[src/yag_cfg.svh]
// Constants for the remote alarm generator: offsets, fields, reset values, timing
//
// Operation
// - Format code 00 sends no alarm and leaves frames untouched.
// - Code 01 in SF or N framing clears bit 2 of every DS0 channel.
// - Data-mode framing with code 01 or 10 clears the sync byte Y-bit.
// - Code 01 in ESF sends 255 patterns of eight ones, eight zeros.
// - ESF request sets duration; a short request still yields all 255 patterns.
// - Request still high at burst end restarts count for another 255 patterns.
// - After a code 01 or 11 burst ends with the request low, ESF waits at least one second before the next.
// - Code 10 in SF framing sets the frame 12 Fs bit to one.
// - J1 ESF setting inserts SF, N and data-mode alarms like code 01.
// - J1 ESF setting in ESF uses code 01 timing but all-ones patterns.
// - The all-ones ESF pattern is sixteen consecutive one bits.
`ifndef YAG_CFG_SVH
`define YAG_CFG_SVH

// ****************************************
// Register map (byte addresses)
// ****************************************
`define YAG_ADDR_CTRL 12'h000
`define YAG_ADDR_STATUS 12'h004
`define YAG_ADDR_W 12

// ****************************************
// Control register fields and reset value
// ****************************************
`define YAG_CTRL_FRAMING_LSB 0
`define YAG_CTRL_FMT_LSB 4
`define YAG_CTRL_REQ_BIT 6
`define YAG_CTRL_RESET 7'h00

// ****************************************
// Format codes
// ****************************************
`define YAG_FMT_OFF 2'h0
`define YAG_FMT_STD 2'h1
`define YAG_FMT_ALT 2'h2
`define YAG_FMT_J1ESF 2'h3

// ****************************************
// Data link pattern and timing
// ****************************************
`define YAG_BURST_PATTERNS 255
`define YAG_PATTERN_BITS 16
`define YAG_HOLDOFF_MS 1000
`define YAG_CLK_MHZ 250
`define YAG_HOLDOFF_CYCLES (`YAG_HOLDOFF_MS * 1000 * `YAG_CLK_MHZ)

`endif

[src/yag_pkg.sv]
// Types shared by the remote alarm generator modules
package yag_pkg;

  typedef enum logic [1:0] {
    YAG_IDLE = 2'b00,
    YAG_SEND = 2'b01,
    YAG_HOLD = 2'b11,
    YAG_CONT = 2'b10
  } yag_state_e;

  typedef enum logic [1:0] {
    YAG_FR_SF = 2'b00,
    YAG_FR_ESF = 2'b01,
    YAG_FR_N = 2'b10,
    YAG_FR_DM = 2'b11
  } yag_framing_e;

endpackage

[src/yag_esf_pattern.sv]
// Data link alarm pattern source: 16-bit pattern bit counter with burst counter
`timescale 1ns/10ps
`default_nettype none
`include "yag_cfg.svh"

module yag_esf_pattern #(
  parameter int unsigned PATTERNS = `YAG_BURST_PATTERNS
) (
  // Clock and reset
  input wire logic clk,
  input wire logic rst_b,
  input wire logic ce,
  // Control
  input wire logic start,
  input wire logic all_ones,
  input wire logic fdl_strobe,
  // Result
  output logic pat_bit,
  output logic burst_done,
  output logic [7:0] pat_count
);

  logic [3:0] bit_idx_ff;
  logic [3:0] nxt_bit_idx;
  logic [7:0] pat_cnt_ff;
  logic [7:0] nxt_pat_cnt;
  logic last_bit;

  assign last_bit = (bit_idx_ff == 4'(`YAG_PATTERN_BITS - 1));
  // First eight bits of each pattern are ones, the rest zeros unless all-ones
  assign pat_bit = all_ones | ~bit_idx_ff[3];
  assign burst_done = fdl_strobe & last_bit & (pat_cnt_ff == 8'(PATTERNS - 1));
  assign pat_count = pat_cnt_ff;

  always_comb begin
    nxt_bit_idx = bit_idx_ff;
    nxt_pat_cnt = pat_cnt_ff;
    if (start) begin
      nxt_bit_idx = 4'h0;
      nxt_pat_cnt = 8'h00;
    end else if (fdl_strobe) begin
      nxt_bit_idx = bit_idx_ff + 4'h1;
      if (last_bit) begin
        nxt_pat_cnt = burst_done ? 8'h00 : pat_cnt_ff + 8'h01;
      end
    end
  end

  always_ff @(posedge clk or negedge rst_b) begin
    if (!rst_b) begin
      bit_idx_ff <= 4'h0;
      pat_cnt_ff <= 8'h00;
    end else if (ce) begin
      bit_idx_ff <= nxt_bit_idx;
      pat_cnt_ff <= nxt_pat_cnt;
    end
  end

endmodule
`default_nettype wire

[src/yag_top.sv]
// Remote alarm generator: AHB-Lite registers, ESF burst control and bit insertion
//
// Implementation choices: the register addresses and the AHB-Lite slave port.
`timescale 1ns/10ps
`default_nettype none
`include "yag_cfg.svh"

module yag_top
  import yag_pkg::*;
#(
  parameter int unsigned HOLDOFF_CYCLES = `YAG_HOLDOFF_CYCLES,
  parameter int unsigned PATTERNS = `YAG_BURST_PATTERNS
) (
  // Clock, reset and enable
  input wire logic clk,
  input wire logic rst_b,
  input wire logic ce,
  // AHB-Lite slave
  input wire logic hsel,
  input wire logic [31:0] haddr,
  input wire logic [1:0] htrans,
  input wire logic hwrite,
  input wire logic [2:0] hsize,
  input wire logic [31:0] hwdata,
  input wire logic hready,
  output logic [31:0] hrdata,
  output logic hreadyout,
  output logic hresp,
  // Outgoing bit stream from the framer
  input wire logic bit_valid_in,
  input wire logic bit_in,
  input wire logic ds0_bit2_slot,
  input wire logic fs_frame12_slot,
  input wire logic fdl_slot,
  input wire logic dm_ybit_slot,
  // Modified bit stream toward the line
  output logic bit_valid_out,
  output logic bit_out,
  output logic alarm_active
);

  // ****************************************
  // Control register decoding
  // ****************************************
  function automatic logic [1:0] fmt_of(input logic [6:0] c);
    fmt_of = c[`YAG_CTRL_FMT_LSB +: 2];
  endfunction

  function automatic yag_framing_e framing_of(input logic [6:0] c);
    framing_of = yag_framing_e'(c[`YAG_CTRL_FRAMING_LSB +: 2]);
  endfunction

  logic [6:0] ctrl_ff;
  logic [6:0] nxt_ctrl;
  logic [1:0] rai_format_select;
  logic alarm_request;
  yag_framing_e framing;

  assign rai_format_select = fmt_of(ctrl_ff);
  assign framing = framing_of(ctrl_ff);
  assign alarm_request = ctrl_ff[`YAG_CTRL_REQ_BIT];

  // ****************************************
  // AHB-Lite slave
  // ****************************************
  logic dph_wr_ff;
  logic nxt_dph_wr;
  logic [`YAG_ADDR_W-1:0] dph_addr_ff;
  logic [`YAG_ADDR_W-1:0] nxt_dph_addr;
  logic [31:0] hrdata_ff;
  logic [31:0] nxt_hrdata;
  logic hreadyout_ff;
  logic hresp_ff;
  logic addr_phase;
  logic wr_ctrl;
  logic [6:0] ctrl_view;
  logic [31:0] status_word;

  assign addr_phase = hsel & htrans[1] & hready;
  assign wr_ctrl = dph_wr_ff & (dph_addr_ff == `YAG_ADDR_CTRL);
  // A read right behind a write to the same register sees the new value
  assign ctrl_view = wr_ctrl ? hwdata[6:0] : ctrl_ff;

  always_comb begin
    nxt_dph_wr = 1'b0;
    nxt_dph_addr = dph_addr_ff;
    nxt_hrdata = 32'h0000_0000;
    nxt_ctrl = wr_ctrl ? hwdata[6:0] : ctrl_ff;
    if (addr_phase) begin
      nxt_dph_wr = hwrite;
      nxt_dph_addr = haddr[`YAG_ADDR_W-1:0];
      if (!hwrite) begin
        case (haddr[`YAG_ADDR_W-1:0])
          `YAG_ADDR_CTRL: begin
            nxt_hrdata = {25'h000_0000, ctrl_view};
          end
          `YAG_ADDR_STATUS: begin
            nxt_hrdata = status_word;
          end
          default: begin
            nxt_hrdata = 32'h0000_0000;
          end
        endcase
      end
    end
  end

  always_ff @(posedge clk or negedge rst_b) begin
    if (!rst_b) begin
      dph_wr_ff <= 1'b0;
      dph_addr_ff <= `YAG_ADDR_CTRL;
      hrdata_ff <= 32'h0000_0000;
      hreadyout_ff <= 1'b0;
      hresp_ff <= 1'b0;
      ctrl_ff <= `YAG_CTRL_RESET;
    end else if (ce) begin
      dph_wr_ff <= nxt_dph_wr;
      dph_addr_ff <= nxt_dph_addr;
      hrdata_ff <= nxt_hrdata;
      hreadyout_ff <= 1'b1;
      hresp_ff <= 1'b0;
      ctrl_ff <= nxt_ctrl;
    end
  end

  assign hrdata = hrdata_ff;
  assign hreadyout = hreadyout_ff;
  assign hresp = hresp_ff;

  // ****************************************
  // ESF alarm sequencing
  // ****************************************
  yag_state_e state_ff;
  yag_state_e nxt_state;
  logic pending_ff;
  logic nxt_pending;
  logic req_prev_ff;
  logic nxt_req_prev;
  logic [31:0] hold_cnt_ff;
  logic [31:0] nxt_hold_cnt;
  logic esf_mode;
  logic burst_fmt;
  logic start_burst;
  logic burst_done;
  logic fdl_strobe;
  logic pat_bit;
  logic [7:0] pat_count;

  assign esf_mode = (framing == YAG_FR_ESF);
  // Codes 01 and 11 share the timed burst; only the pattern differs
  assign burst_fmt = (rai_format_select == `YAG_FMT_STD)
                   | (rai_format_select == `YAG_FMT_J1ESF);
  assign fdl_strobe = bit_valid_in & fdl_slot;

  always_comb begin
    nxt_state = state_ff;
    nxt_hold_cnt = hold_cnt_ff;
    start_burst = 1'b0;
    nxt_req_prev = alarm_request;
    case (state_ff)
      YAG_IDLE: begin
        if (esf_mode && burst_fmt && pending_ff) begin
          nxt_state = YAG_SEND;
          start_burst = 1'b1;
        end else if (esf_mode && rai_format_select == `YAG_FMT_ALT && alarm_request) begin
          nxt_state = YAG_CONT;
          start_burst = 1'b1;
        end
      end
      YAG_SEND: begin
        if (!esf_mode || !burst_fmt) begin
          nxt_state = YAG_IDLE;
        end else if (burst_done) begin
          if (alarm_request) begin
            start_burst = 1'b1;
          end else begin
            nxt_state = YAG_HOLD;
            nxt_hold_cnt = HOLDOFF_CYCLES;
          end
        end
      end
      YAG_CONT: begin
        // Ends as soon as the request drops, even mid-pattern
        if (!alarm_request || !esf_mode || rai_format_select != `YAG_FMT_ALT) begin
          nxt_state = YAG_IDLE;
        end
      end
      YAG_HOLD: begin
        if (hold_cnt_ff <= 32'h0000_0001) begin
          nxt_state = YAG_IDLE;
          nxt_hold_cnt = 32'h0000_0000;
        end else begin
          nxt_hold_cnt = hold_cnt_ff - 32'h0000_0001;
        end
      end
      default: begin
        nxt_state = YAG_IDLE;
      end
    endcase
    // A request edge is remembered so a brief pulse is never lost; set wins
    nxt_pending = (alarm_request & ~req_prev_ff) | (pending_ff & ~start_burst);
    if (!esf_mode || !burst_fmt) begin
      nxt_pending = 1'b0;
    end
  end

  always_ff @(posedge clk or negedge rst_b) begin
    if (!rst_b) begin
      state_ff <= YAG_IDLE;
      pending_ff <= 1'b0;
      req_prev_ff <= 1'b0;
      hold_cnt_ff <= 32'h0000_0000;
    end else if (ce) begin
      state_ff <= nxt_state;
      pending_ff <= nxt_pending;
      req_prev_ff <= nxt_req_prev;
      hold_cnt_ff <= nxt_hold_cnt;
    end
  end

  yag_esf_pattern #(
    .PATTERNS(PATTERNS)
  ) u_pattern (
    .clk(clk),
    .rst_b(rst_b),
    .ce(ce),
    .start(start_burst),
    .all_ones(rai_format_select == `YAG_FMT_J1ESF),
    .fdl_strobe(fdl_strobe),
    .pat_bit(pat_bit),
    .burst_done(burst_done),
    .pat_count(pat_count)
  );

  assign status_word = {16'h0000, pat_count, 4'h0, (state_ff == YAG_HOLD),
                        pending_ff, state_ff};

  // ****************************************
  // Bit insertion
  // ****************************************
  logic bit_out_ff;
  logic nxt_bit_out;
  logic bit_valid_ff;
  logic alarm_active_ff;
  logic nxt_alarm_active;
  logic esf_sending;

  assign esf_sending = (state_ff == YAG_SEND) | (state_ff == YAG_CONT);

  always_comb begin
    nxt_bit_out = bit_in;
    nxt_alarm_active = 1'b0;
    case (rai_format_select)
      `YAG_FMT_OFF: begin
        nxt_bit_out = bit_in;
      end
      `YAG_FMT_STD, `YAG_FMT_J1ESF: begin
        if ((framing == YAG_FR_SF || framing == YAG_FR_N)) begin
          nxt_alarm_active = 1'b1;
          if (ds0_bit2_slot) begin
            nxt_bit_out = 1'b0;
          end
        end else if (framing == YAG_FR_DM) begin
          nxt_alarm_active = 1'b1;
          if (dm_ybit_slot) begin
            nxt_bit_out = 1'b0;
          end
        end else begin
          nxt_alarm_active = esf_sending;
          if (fdl_slot && esf_sending) begin
            nxt_bit_out = pat_bit;
          end
        end
      end
      `YAG_FMT_ALT: begin
        if (framing == YAG_FR_SF) begin
          nxt_alarm_active = 1'b1;
          if (fs_frame12_slot) begin
            nxt_bit_out = 1'b1;
          end
        end else if (framing == YAG_FR_DM) begin
          nxt_alarm_active = 1'b1;
          if (dm_ybit_slot) begin
            nxt_bit_out = 1'b0;
          end
        end else if (framing == YAG_FR_ESF) begin
          nxt_alarm_active = esf_sending;
          if (fdl_slot && esf_sending) begin
            nxt_bit_out = pat_bit;
          end
        end
      end
      default: begin
        nxt_bit_out = bit_in;
      end
    endcase
  end

  always_ff @(posedge clk or negedge rst_b) begin
    if (!rst_b) begin
      bit_out_ff <= 1'b0;
      bit_valid_ff <= 1'b0;
      alarm_active_ff <= 1'b0;
    end else if (ce) begin
      bit_out_ff <= nxt_bit_out;
      bit_valid_ff <= bit_valid_in;
      alarm_active_ff <= nxt_alarm_active;
    end
  end

  assign bit_out = bit_out_ff;
  assign bit_valid_out = bit_valid_ff;
  assign alarm_active = alarm_active_ff;

endmodule
`default_nettype wire

[config.mk]
export PLATFORM = sky130hd
export DESIGN_NAME = yag_top
export DESIGN_NICKNAME = d
export VERILOG_FILES = /design/src/yag_pkg.sv /design/src/yag_esf_pattern.sv /design/src/yag_top.sv
export VERILOG_INCLUDE_DIRS = /design/src
export SDC_FILE = /design/constraint.sdc
export NUM_CORES = 1
export LEC_CHECK = 0
export BUFFER_PORTS_ARGS = -buffer_cell sky130_fd_sc_hd__buf_2
export CAP_MARGIN = 0
export CORE_MARGIN = 1
export CORE_UTILIZATION = 35
export CTS_CLUSTER_DIAMETER = 80
export CTS_CLUSTER_SIZE = 10
export DETAILED_ROUTE_END_ITERATION = 7
export PLACE_DENSITY_LB_ADDON = 0.25
export SYNTH_ARGS = -nofsm -noshare
export SYNTH_HDL_FRONTEND = slang
export SYNTH_SLANG_ARGS = --single-unit
[constraint.sdc]
create_clock -name clk -period 2.1 [get_ports clk]
set_input_delay 0.105 -clock clk [delete_from_list [all_inputs] [get_ports clk]]
set_output_delay 0.105 -clock clk [all_outputs]
set_load 0.02 [all_outputs]
== After elaboration in Yosys (flattened, before gate mapping) ==
Index checks and enable logic that the tools add are counted.

* Register bits: 104
* Input bits: 81
* Output and inout port bits: 37
* Word-level logic and storage cells: 127

* Add/sub/neg operators: 3
* Order comparisons: 1
* Eq/ne operators: 21
* Mux-type cells: 47
* Bitwise logic cells: 15
* Reductions and logical operators: 26

{| class="wikitable"
|+ Operators with widths
! operator !! count
|-
| 32-bit 2-to-1 mux || 4
|-
| 32-bit one-hot mux with 2 select lines || 1
|-
| 32-bit by 1-bit less-or-equal comparator with 1-bit output (second input constant) || 1
|-
| 16-bit 2-to-1 mux || 2
|-
| 8-bit 2-to-1 mux || 4
|-
| 16-bit one-hot mux with 2 select lines || 1
|-
| 32-bit by 1-bit subtractor with 32-bit output (second input constant) || 1
|-
| 12-bit logical NOT || 2
|-
| 1-bit 2-to-1 mux || 21
|-
| 2-bit 2-to-1 mux || 7
|-
| 12-bit by 3-bit equality test with 1-bit output (second input constant) || 1
|-
| 2-bit equality test (second input constant) || 6
|-
| 8-bit by 1-bit adder with 8-bit output (second input constant) || 1
|-
| 1-bit AND || 8
|-
| 8-bit equality test (second input constant) || 1
|-
| 4-bit 2-to-1 mux || 2
|-
| 2-bit != test (second input constant) || 4
|-
| 2-bit one-hot mux with 4 select lines || 1
|-
| 7-bit 2-to-1 mux || 1
|-
| 2-bit by 1-bit equality test with 1-bit output (second input constant) || 3
|-
| 2-bit logical NOT || 3
|-
| 3-bit != test (second input constant) || 2
|-
| 6-bit AND reduction || 1
|-
| 2-bit nonzero test || 3
|-
| other kinds (15) || 32
|}

== Depth between registers and ports, before layout ==
Gate-level depths: netlist (run 1).

* Depth in word-level cells: 10
* Gate-level depth with buffers: 9
* Depth with buffers taken out: 7

== Hierarchy ==
A second synthesis (run 1) with hierarchy kept.

* Cells, all modules: 472
* Area total of the unflattened synthesis: 4,802.1 um^2

{| class="wikitable"
|+ By module, submodules not included
! module !! times used !! cells an instance !! area each (um^2) !! seq. area each (um^2)
|-
| yag_top || 1 || 398 || 4,073.9 || 1,876.8
|-
| yag_esf_pattern || 1 || 74 || 728.2 || 300.3
|}

== Least setup slack after synthesis (run 1) ==
Ideal clock, no wire load.

* Path kind: register to register
* Start: register hold_cnt_ff[24]
* End: register state_ff[0]
* Library setup time: 0.125 ns
* Arrival: 2.140 ns
* Data required time: 1.975 ns
* Setup slack: -0.164 ns
* Stages on the path, launching flop included: 6
* Path buffers: 0
* Clock period less this slack: 2.264 ns
* Cell sequence: dfrtp_1 -> or4_4 -> nor4b_1 -> nand4_1 -> a211oi_2 -> mux2_2

* Word-level cells in the longest chain between the ends: 3

{| class="wikitable"
|+ RTL lines
! item !! line !! source
|-
| from (decl) || yag_top.sv:139 || <nowiki>logic [31:0] hold_cnt_ff;</nowiki>
|-
| from (signal assigned) || yag_top.sv:217 || <nowiki>hold_cnt_ff <= nxt_hold_cnt;</nowiki>
|-
| 32-bit by 1-bit less-or-equal comparator with 1-bit output || yag_top.sv:189 || <nowiki>if (hold_cnt_ff <= 32'h0000_0001) begin</nowiki>
|-
| 2-bit by 1-bit != test with 1-bit output (no line) || -- ||
|-
| 6-bit AND reduction (no line) || -- ||
|-
| to (signal assigned) || yag_top.sv:214 || <nowiki>state_ff <= nxt_state;</nowiki>
|-
| to (decl) || yag_top.sv:133 || <nowiki>yag_state_e state_ff;</nowiki>
|}

No other way between the ends.
A chain may end at the register's enable or synchronous reset.

== Final worst setup path (run 1) ==
* Start: register hold_cnt_ff[24]
* End: register hold_cnt_ff[30]

* Word-level cells in the longest chain between the ends: 3
* Elaborated cells between the ends (all ways): 4
* Those cells by class: add/sub (1); order compare (1); mux (2)

{| class="wikitable"
|+ RTL lines
! item !! line !! source
|-
| 32-bit by 1-bit subtractor with 32-bit output / 32-bit by 1-bit less-or-equal comparator with 1-bit output (equally long branches) || yag_top.sv:193, yag_top.sv:189 ||
|-
| 32-bit 2-to-1 mux (*) || yag_top.sv:189 ||
|-
| 32-bit one-hot mux with 2 select lines (*) || yag_top.sv:160 || <nowiki>case (state_ff)</nowiki>
|}

Mark *: on every way between the ends. The rest lies on a longest branch, timed or not.

==> results_dict.tcl, run 1 <==
set metrics [dict create \
    status "finished with violations" \
    violations "setup timing" \
    synth_cells 472 \
    multiInputGateArea_um2 2530 \
    antenna_found_initial 0 \
    synth_area_um2 4720 \
    clk_latency_ns 0.35 \
    r2r_cells 5 \
    yosysTopAreaCell "dfrtp_1" \
    maxSlewViolCount 0 \
    criticalPathCategory "reg -> reg" \
    fill_cells 1269 \
    end_kind "flip-flop" \
    max_stage_delay_ns 0.58 \
    synthMuxAreaShare 0.0599 \
    rows 42 \
    synth_edf_count 0 \
    fin_hold_ws_ns 0.0132 \
    synth_fa_ha_area_frac 0.0238 \
    fin_skew_ns 0.00911 \
    yosys_warnings 0 \
    routed_wl_um 12000 \
    p_per_area_nw_per_um2 685 \
    path_cells "or4_4 -> or3_4 -> or3_4 -> or4_4 -> a21oi_2" \
    grt_use_total 0.173 \
    avgSynthCellArea_um2 10.0 \
    cp.arrival_ns 2.54 \
    worstPathMaxFanout 4 \
    routabilityCongestion 0.826 \
    drtPass1Iterations 5 \
    initial_core_util 0.358 \
    maxCapViolCount 0 \
    clockBufferDepth 2 \
    synth_cell_types 63 \
    netlist.area_leader.share 0.461 \
    htree_levels 3 \
    vias_per_cell 5.38 \
    setup_violations 33 \
    rr_endpoint "hold_cnt_ff[30]$_DFFE_PN0P_" \
    tns_ns -2.52 \
    final_area_um2 6300 \
    syn2layout_area_growth_pct 33.3 \
    fin_ws_ns -0.164 \
    rsz0062_at_grt "yes" \
    dr_total_vias 4155 \
    placed_area_um2 5580 \
    dieArea_um2 14000 \
    grt_max_degree 44 \
    r2r_start "hold_cnt_ff[24]$_DFFE_PN0P_" \
    whs_endpoint "ctrl_ff[0]$_DFFE_PN0P_" \
    mostFrequentLayoutCell "dfrtp_1" \
    synth_compound_area_frac 0.197 \
    hold_viol_final 0 \
    fin_nets 682 \
    ff2ff_setup_slack_ns -0.16 \
    min_from "hwdata[0]" \
    crit_required_ns 2.38 \
    ir_worst_vdd_mv 0.683 \
    die_w_um 118 \
    hpwl_um 8070 \
    ys_seq_area_frac 0.461 \
    p_leak_nw 2.93 \
    synth.area.top_cells "dfrtp_1, mux2_2, a22o_1" \
    hold_depth 2 \
    final.period_utilization 1.08 \
    drt_iter0_drc 234 \
    clockRootBuffer "clkbuf_16" \
    core_area_um2 13200 \
    synthArstFlopShare 1.00 \
    final_antenna_net_count 0 \
    worstMarginPinSlew_ns 0.585 \
    grt_overflow_total 0 \
    worstSetupStartpointType "flip-flop" \
    drive_gt1_frac 0.337 \
    cts_tree "done" \
    routedWlPerCell_um 15.5 \
    slew_headroom 0.610 \
    ys_ff_latch 87 \
    crit_path_top_delay_cell "or4_4" \
    yosys.area_share.simple 0.187 \
    seq_area_um2 2180 \
    drc_errors 0 \
    min_period_ns 2.26 \
    first_global_vias 4055 \
    hold_class "in -> reg" \
    grt_pass1_wl_um 19600 \
    synth_top_family_by_area "compound AO/OA/AOI/OAI gates" \
    numClockSinks 87 \
    numCtsBuffers 9 \
    final_cell_mix "dfrtp_1, buf_4, buf_2" \
    fmax_mhz 442 \
    ios 118 \
    clkTransAtPathRegs_ns 0.07 \
    die_h_um 118 \
    synth_xor_area_frac 0.00927 \
    synth_ff_type "dfrtp_1" \
    port_buffers 50 \
    antenna_cells 0 \
]
## cell type report
| type | count | area share |
|---|---|---|
| multi-input combinational | 346 | 0.401 |
| sequential | 87 | 0.346 |
| timing repair buffer | 132 | 0.156 |
| clock buffer | 10 | 0.0379 |
| tap | 176 | 0.0350 |
| clock inverter | 6 | 0.0147 |
| inverter | 16 | 0.00954 |
## registers in the layout, indices dropped and copies added (netlist names)
| register | cells |
|---|---|
| state_ff | 2 |
| u_pattern.pat_count | 8 |
| hrdata | 15 |
| pending_ff | 1 |
| hreadyout | 1 |
| hold_cnt_ff | 32 |
| dph_addr_ff | 12 |
| ctrl_ff | 7 |
| bit_out | 1 |
| alarm_active | 1 |
| req_prev_ff | 1 |
| bit_valid_out | 1 |
| dph_wr_ff | 1 |
| u_pattern.bit_idx_ff | 4 |
## kinds of logic after synthesis
logic type      after synthesis
other cells                   1
fa+ha+maj                     9
xor+xnor                      5
simple gates                154
compound gates              134
flops                        87
mux                          26
buf+inv                      56
## cell usage after synthesis (3+ instances only)
master,number
a211oi_1,3
a21o_1,6
a21oi_1,25
a22o_1,20
buf_2,4
buf_4,20
clkbuf_1,14
dfrtp_1,87
ha_1,9
inv_1,14
mux2_2,18
mux2i_1,8
nand2_1,19
nand2b_1,5
nand3_1,10
nand4_1,12
nor2_1,28
nor2b_1,3
nor3_1,20
nor4_1,8
o2111ai_1,3
o21ai_0,29
o2bb2ai_1,5
o31ai_1,18
o41ai_1,9
or2_2,5
or3_1,11
or4_1,12
xor2_1,4
## per-layer routing
layer | GRT usage | wire length, µm | part of all wire | vias to the layer above
met5 | 0 | 0 | 0 | -
met2 | 0.292 | 5830 | 0.49 | 83
li1 | - | - | - | 1996
met4 | 0.0577 | 192 | 0.016 | 0
met3 | 0.0347 | 375 | 0.031 | 17
met1 | 0.221 | 5590 | 0.47 | 2059
## report_power, final
part           switching (mW)  total (mW)  internal (mW)
clock                   0.698        1.78           1.08
sequential             0.0890        1.90           1.81
combinational           0.345       0.635          0.290
## worst max path at each step
stage	cells after the start	end	slack, ns	startpoint
final	5	hold_cnt_ff[30]$_DFFE_PN0P_	-0.16	hold_cnt_ff[24]$_DFFE_PN0P_
after global routing	5	hold_cnt_ff[30]$_DFFE_PN0P_	-0.21	hold_cnt_ff[24]$_DFFE_PN0P_
after CTS	5	hold_cnt_ff[30]$_DFFE_PN0P_	-0.15	hold_cnt_ff[22]$_DFFE_PN0P_
after detailed placement	5	hold_cnt_ff[30]$_DFFE_PN0P_	-0.15	hold_cnt_ff[23]$_DFFE_PN0P_
after global placement	6	hold_cnt_ff[30]$_DFFE_PN0P_	-0.11	hold_cnt_ff[18]$_DFFE_PN0P_
after floorplan	5	hold_cnt_ff[30]$_DFFE_PN0P_	-0.08	hold_cnt_ff[23]$_DFFE_PN0P_
## stage by stage
| stage | utilization | setup WS (ns) | power, mW | cells |
|---|---|---|---|---|
| 6_report | 0.477 | -0.164 | 4.31 | 773 |
| 4_1_cts | 0.456 | -0.153 | 4.35 | 766 |
| 3_5_place_dp | 0.423 | -0.152 | 2.54 | 741 |
| 2_1_floorplan | - | -0.0802 | 2.30 | 489 |
| 3_3_place_gp | 0.423 | -0.107 | 2.51 | 741 |
| 5_1_grt | 0.477 | -0.208 | 4.53 | 773 |
## critical path: cells and delay by family (launching register included)
kind / cells / cell delay, ns
flops: 1 / 0.39
simple gates: 4 / 1.69
compound gates: 1 / 0.12
## timing repair
action,in CTS,in global routing
buffers inserted,0,4
cloned,0,3
hold endpoints to repair,47,0
gates resized for setup,3,48
pin swaps,2,29
setup endpoints to repair,32,34
hold buffers,9,0
Note: power is estimated with default switching activity, not from simulation.
==> inputs of run 2 (changes only) <==
--- a/config.mk
+++ b/config.mk
@@ -6,6 +6,7 @@
 export SDC_FILE = /design/constraint.sdc
 export NUM_CORES = 1
 export LEC_CHECK = 0
+export ABC_AREA = 1
 export BUFFER_PORTS_ARGS = -buffer_cell sky130_fd_sc_hd__buf_2
 export CAP_MARGIN = 0
 export CORE_MARGIN = 1
@@ -14,6 +15,7 @@
 export CTS_CLUSTER_SIZE = 10
 export DETAILED_ROUTE_END_ITERATION = 7
 export PLACE_DENSITY_LB_ADDON = 0.25
+export RECOVER_POWER = 50
 export SYNTH_ARGS = -nofsm -noshare
 export SYNTH_HDL_FRONTEND = slang
 export SYNTH_SLANG_ARGS = --single-unit
==> run 2 against run 1 <==
Effect of this change: sequential share of layout area up 0.56 points; final area down 1.6%; fmax up 17%; clock skew down 0.0016 ns; the run now ends clean; via count up 15%; worst setup slack better by 0.33 ns; clock-buffer cell count unchanged; register-to-register slack better by 0.33 ns; synthesized area up 14%; critical endpoint is now hold_cnt_ff[31]$_DFFE_PN0P_; combinational power up 18%; sequential power up 8%.
==> results_dict.tcl, run 2 <==
set metrics [dict create \
    drc_errors 0 \
    numCtsBuffers 9 \
    final_antenna_net_count 0 \
    yosys.area_share.simple 0.353 \
    first_global_vias 4557 \
    vias_per_cell 4.74 \
    crit_path_top_delay_cell "dfrtp_1" \
    p_int_mw 2.96 \
    final_cell_mix "nand2_1, nor2_1, dfrtp_1" \
    antenna_found_initial 0 \
    htree_levels 3 \
    synth_xor_area_frac 0.0261 \
    synth_area_um2 5360 \
    final.period_utilization 0.919 \
    seq_area_um2 2180 \
    setup_violations 0 \
    hpwl_um 9460 \
    syn2layout_area_growth_pct 15.6 \
    drt_iter0_drc 232 \
    yosys_warnings 0 \
    netlist.area_leader.share 0.406 \
    slew_headroom 0.356 \
    criticalPathCategory "reg -> reg" \
    comb_power_share 0.173 \
    antenna_cells 0 \
    path_common_cell "nand2_2" \
    synth.area.top_cells "dfrtp_1, nand2_1, nor2_1" \
    multiInputGateArea_um2 2730 \
    p_leak_nw 3.03 \
    grt_overflow_total 0 \
    maxSlewViolCount 0 \
    ir_worst_vdd_mv 0.486 \
    hold_viol_final 0 \
    routed_wl_um 13400 \
    clk_latency_ns 0.35 \
    fin_ws_ns 0.169 \
    die_h_um 126 \
    drive_gt1_frac 0.130 \
    initial_core_util 0.363 \
    cts_setup_buffers 0 \
    clockPowerShare 0.351 \
    ys_seq_area_frac 0.406 \
    r2r_cells 8 \
    grt_pass1_wl_um 22900 \
    fill_cells 1547 \
    ios 118 \
    clkTransAtPathRegs_ns 0.07 \
    routabilityCongestion 0.817 \
    clockBufferDepth 2 \
    synth_cells 743 \
    ys_top_cells_by_count "nand2_1, nor2_1, dfrtp_1, inv_1, nand3_1" \
    dieArea_um2 15800 \
    largest_reg_flops 32 \
    yosysMostFrequentCell "nand2_1" \
    maxCapViolCount 0 \
    synth_edf_count 0 \
    switchingPower_mw 1.35 \
    drtPass1Iterations 5 \
    hold_depth 3 \
    rows 44 \
    synthArstFlopShare 1.00 \
    min_period_ns 1.93 \
    grt_use_total 0.181 \
    routedWlPerCell_um 13.3 \
    core_area_um2 14800 \
    mostFrequentLayoutCell "nand2_1" \
    worstSetupStartpointType "flip-flop" \
    rsz0062_at_grt "no" \
    sequentialPowerShare 0.475 \
    die_w_um 126 \
    ys_ff_latch 87 \
    fin_skew_ns 0.00752 \
    synth_top_family_by_area "simple AND/OR/NAND/NOR gates" \
    dr_total_vias 4764 \
    synth_cell_types 40 \
    clockRootBuffer "clkbuf_16" \
    yosysTopAreaCell "dfrtp_1" \
    cp.arrival_ns 2.16 \
    fmax_mhz 518 \
    avgSynthCellArea_um2 7.22 \
    worstPathMaxFanout 6 \
    numClockSinks 87 \
    worstMarginPinSlew_ns 0.966 \
    end_kind "flip-flop" \
    path_cells "inv_1 -> ha_1 -> nand2_2 -> nor2_4 -> nand2_2 -> a21o_1 -> a21oi_1 -> nor2_1" \
    p_per_area_nw_per_um2 696 \
    max_stage_delay_ns 0.40 \
    regMostFlops "hold_cnt_ff" \
    status "finished clean" \
    grt_max_degree 39 \
    sw_frac_of_total 0.313 \
    synth_ff_type "dfrtp_1" \
    hold_class "in -> reg" \
    tns_ns 0 \
    synthMuxAreaShare 0 \
    cts_tree "done" \
    synth_fa_ha_area_frac 0.0210 \
    crit_required_ns 2.33 \
    pre_cts_slack_ns 0.162 \
    port_buffers 50 \
    synth_compound_area_frac 0.0961 \
    fin_nets 906 \
]
==> run 2: cell types whose count changed after synthesis, moves of 11 or more <==
cell and change:
or3_1 -11, a21oi_1 -14, nor3_1 -12, mux2_2 -18, a22o_1 -19, inv_1 +54
nor2_1 +84, nand3_1 +49, or4_1 -12, nand2_1 +200
==> run 2: worst paths after layout <==
kind,end,slack (ns),startpoint
worst max-delay path,hold_cnt_ff[31]$_DFFE_PN0P_,0.17,hold_cnt_ff[0]$_DFFE_PN0P_
worst min-delay path,bit_out$_DFFE_PN0P_,0.04,bit_in
max in group asynchronous,hold_cnt_ff[7]$_DFFE_PN0P_,0.45,rst_b
min in group asynchronous,dph_addr_ff[5]$_DFFE_PN0P_,0.46,rst_b
worst min register to register,hreadyout$_DFFE_PN0P_,0.47,hreadyout$_DFFE_PN0P_
worst max register to register,hold_cnt_ff[31]$_DFFE_PN0P_,0.17,hold_cnt_ff[0]$_DFFE_PN0P_
==> run 2: final cells by class <==
class | instances | area share
multi-input cells | 565 | 0.441
flip-flops and latches | 87 | 0.351
repair buffers | 82 | 0.0836
inverters | 71 | 0.0432
well taps | 184 | 0.0371
clock buffers | 10 | 0.0369
clock inverters | 6 | 0.00707
==> run 2: power groups by stage <==
stage	sequential, mW	combinational [mW]	clock (mW)
2_1_floorplan	2.04	0.559	0
3_3_place_gp	2.07	0.732	0
3_5_place_dp	2.07	0.745	0
4_1_cts	2.05	0.765	1.57
5_1_grt	2.08	0.876	1.63
6_report	2.05	0.748	1.52
==> run 2: cell families (layout without fill, tap and decap cells) <==
family,Yosys count,count (layout)
AOI/OAI and AO/OA,82,82
adders and majority gates,9,9
xor gates and xnor gates,16,16
buffers and inverters,108,169
other,1,18
and+or+nand+nor,440,440
DFF,87,87
==> run 2: worst max-delay path: cells and delay by family, from the launching register on <==
| family | cells | cell delay, ns |
|---|---|---|
| AO/OA/AOI/OAI | 2 | 0.58 |
| adder cells (fa/ha/maj) | 1 | 0.20 |
| buffers and inverters | 1 | 0.13 |
| flip-flops | 1 | 0.40 |
| AND/OR/NAND/NOR | 4 | 0.50 |
==> run 2: timing repair <==
item,CTS,global route
endpoints found under the hold margin,49,0
gates resized for setup,0,1
hold buffers,14,0
setup endpoints to repair,0,3
==> run 2: per-stage QoR <==
| stage | power (mW) | cells | hold WS (ns) | utilization | cell area [µm²] |
|---|---|---|---|---|---|
| 2_1_floorplan | 2.60 | 760 | -0.191 | - | 5430 |
| 3_5_place_dp | 2.82 | 975 | 0.123 | 0.394 | 5820 |
| 4_1_cts | 4.38 | 1005 | 0.0245 | 0.422 | 6230 |
| 5_1_grt | 4.58 | 1005 | 0.0550 | 0.420 | 6200 |
| 6_report | 4.31 | 1005 | 0.0407 | 0.420 | 6200 |
| 3_3_place_gp | 2.81 | 975 | 0.111 | 0.394 | 5820 |
==> run 2: per-layer routing <==
| metal | up-vias | global-route usage | wire, µm |
|---|---|---|---|
| met5 | - | 0 | 0 |
| met4 | 0 | 0.0461 | 121 |
| met3 | 7 | 0.0395 | 394 |
| met2 | 82 | 0.292 | 6390 |
| met1 | 2196 | 0.246 | 6510 |
| li1 | 2479 | - | - |
==> inputs of run 3 (changes only) <==
--- a/config.mk
+++ b/config.mk
@@ -15,7 +15,7 @@
 export CTS_CLUSTER_SIZE = 10
 export DETAILED_ROUTE_END_ITERATION = 7
 export PLACE_DENSITY_LB_ADDON = 0.25
-export RECOVER_POWER = 50
+export RECOVER_POWER = 100
 export SYNTH_ARGS = -nofsm -noshare
 export SYNTH_HDL_FRONTEND = slang
 export SYNTH_SLANG_ARGS = --single-unit
==> run 3 against run 2 <==
Effect of this change: power is essentially flat; non-clock buffer count is the same; first-iteration DRC count grew 0.86%; fmax grew 0.15%; global-route usage is the same; worst setup slack gained 0.0029 ns; final area shrank 0.67%; routed wire length shrank 0.29%; utilization shrank 0.28 points; register-to-register slack is essentially flat; critical path depth grew 1; sequential share of layout area grew 0.24 points.
==> results_dict.tcl, run 3 (synthesis results as in run 2) <==
set metrics [dict create \
    grt_max_degree 39 \
    ir_worst_vdd_mv 0.486 \
    initial_core_util 0.363 \
    rows 44 \
    die_w_um 126 \
    p_per_area_nw_per_um2 700 \
    slew_headroom 0.292 \
    port_buffers 50 \
    rsz0062_at_grt "no" \
    final.period_utilization 0.918 \
    grt_overflow_total 0 \
    hold_viol_final 0 \
    drc_errors 0 \
    clockBufferDepth 2 \
    fin_skew_ns 0.00752 \
    setup_violations 0 \
    drt_iter0_drc 234 \
    cp.arrival_ns 2.16 \
    r2r_cells 9 \
    htree_levels 3 \
    use_met3 0.0395 \
    grt_pass1_wl_um 22900 \
    seq_area_um2 2180 \
    total_power_mw 4.31 \
    clk_latency_ns 0.35 \
    p_leak_nw 2.99 \
    first_global_vias 4557 \
    drive_gt1_frac 0.112 \
    multiInputGateArea_um2 2710 \
    hpwl_um 9460 \
    maxSlewViolCount 0 \
    met1_usage 0.246 \
    busiest_layer "met2" \
    largest_reg_flops 32 \
    hold_depth 3 \
    final_cell_mix "nand2_1, nor2_1, dfrtp_1" \
    vias_per_cell 4.72 \
    routabilityCongestion 0.817 \
    tns_ns 0 \
    regMostFlops "hold_cnt_ff" \
    hold_class "in -> reg" \
    min_period_ns 1.93 \
    cts_tree "done" \
    path_cells "inv_1 -> ha_1 -> nand2_2 -> nor2_4 -> nand2_2 -> a21o_1 -> clkbuf_4 -> nand3_1 -> a21oi_2" \
    final_antenna_net_count 0 \
    end_kind "flip-flop" \
    final_util 0.417 \
    routed_wl_um 13400 \
    dieArea_um2 15800 \
    clkTransAtPathRegs_ns 0.07 \
    routedWlPerCell_um 13.3 \
    maxCapViolCount 0 \
    status "finished clean" \
    grtUsageMet2 0.292 \
    crit_path_top_delay_cell "dfrtp_1" \
    drtPass1Iterations 5 \
    numCtsBuffers 9 \
    crit_required_ns 2.33 \
    worstPathMaxFanout 11 \
    fill_cells 1563 \
    criticalPathCategory "reg -> reg" \
    clockRootBuffer "clkbuf_16" \
    ff2ff_setup_slack_ns 0.17 \
    core_area_um2 14800 \
    dr_total_vias 4742 \
    mostFrequentLayoutCell "nand2_1" \
    worstMarginPinSlew_ns 1.06 \
    numClockSinks 87 \
    max_stage_delay_ns 0.40 \
    die_h_um 126 \
    path_common_cell "nand2_2" \
    antenna_cells 0 \
    ios 118 \
    antenna_found_initial 0 \
    syn2layout_area_growth_pct 14.8 \
    fmax_mhz 519 \
    worstSetupStartpointType "flip-flop" \
    fin_nets 906 \
    grt_use_total 0.181 \
]
[run 3: cell types whose count changed in the layout (fill, tap and decap cells not counted), sizes merged]
cell,change
clkbuf,+14
buf,-14
[run 3: where the power goes]
part / leakage [nW] / total [mW] / internal [mW] / switching, mW
clock network: 0.133 / 1.52 / 0.809 / 0.708
logic: 1.75 / 0.743 / 0.284 / 0.458
registers: 1.10 / 2.05 / 1.87 / 0.182
[run 3: worst paths after layout]
path,startpoint,end
min,bit_in,bit_out$_DFFE_PN0P_
max,hold_cnt_ff[0]$_DFFE_PN0P_,hold_cnt_ff[21]$_DFFE_PN0P_
min reg2reg,hreadyout$_DFFE_PN0P_,hreadyout$_DFFE_PN0P_
min in group asynchronous,rst_b,dph_addr_ff[5]$_DFFE_PN0P_
max reg2reg,hold_cnt_ff[0]$_DFFE_PN0P_,hold_cnt_ff[21]$_DFFE_PN0P_
max in group asynchronous,rst_b,hold_cnt_ff[7]$_DFFE_PN0P_
[run 3: area by class of cell]
class,count,area share
clock buffers,10,0.0372
clock inverters,6,0.00711
inverters,71,0.0435
multi-input cells,565,0.441
flip-flops and latches,87,0.354
well taps,184,0.0374
repair buffers,82,0.0803
[run 3: metal layers]
metal  routed length, µm  vias up
met1                6440     2179
met4                 133        0
met5                   0        -
li1                    -     2476
met2                6330       78
met3                 470        9
[run 3: critical path, delay by kind of cell, from the launching register on]
family                     cells  cell delay, ns
and+or+nand+nor                4            0.53
DFF                            1            0.40
buffers and inverters          2            0.37
AOI/OAI and AO/OA              2            0.31
adders and majority gates      1            0.20
[run 3: through the flow]
step           hold slack (ns)  area [µm²]  instances  setup slack [ns]
6_report                0.0384        6160       1005             0.172
2_1_floorplan           -0.191        5430        760             0.392
3_5_place_dp             0.123        5820        975             0.162
3_3_place_gp             0.111        5820        975             0.185
5_1_grt                 0.0550        6160       1005            0.0239
4_1_cts                 0.0245        6230       1005             0.131
[run 3: repair_timing]
| action | in CTS | in global routing |
|---|---|---|
| endpoints found under the setup margin | 0 | 3 |
| hold endpoints to repair | 49 | 0 |
| hold buffers | 14 | 0 |
| resized for setup | 0 | 1 |
| buffers inserted | 0 | 0 |
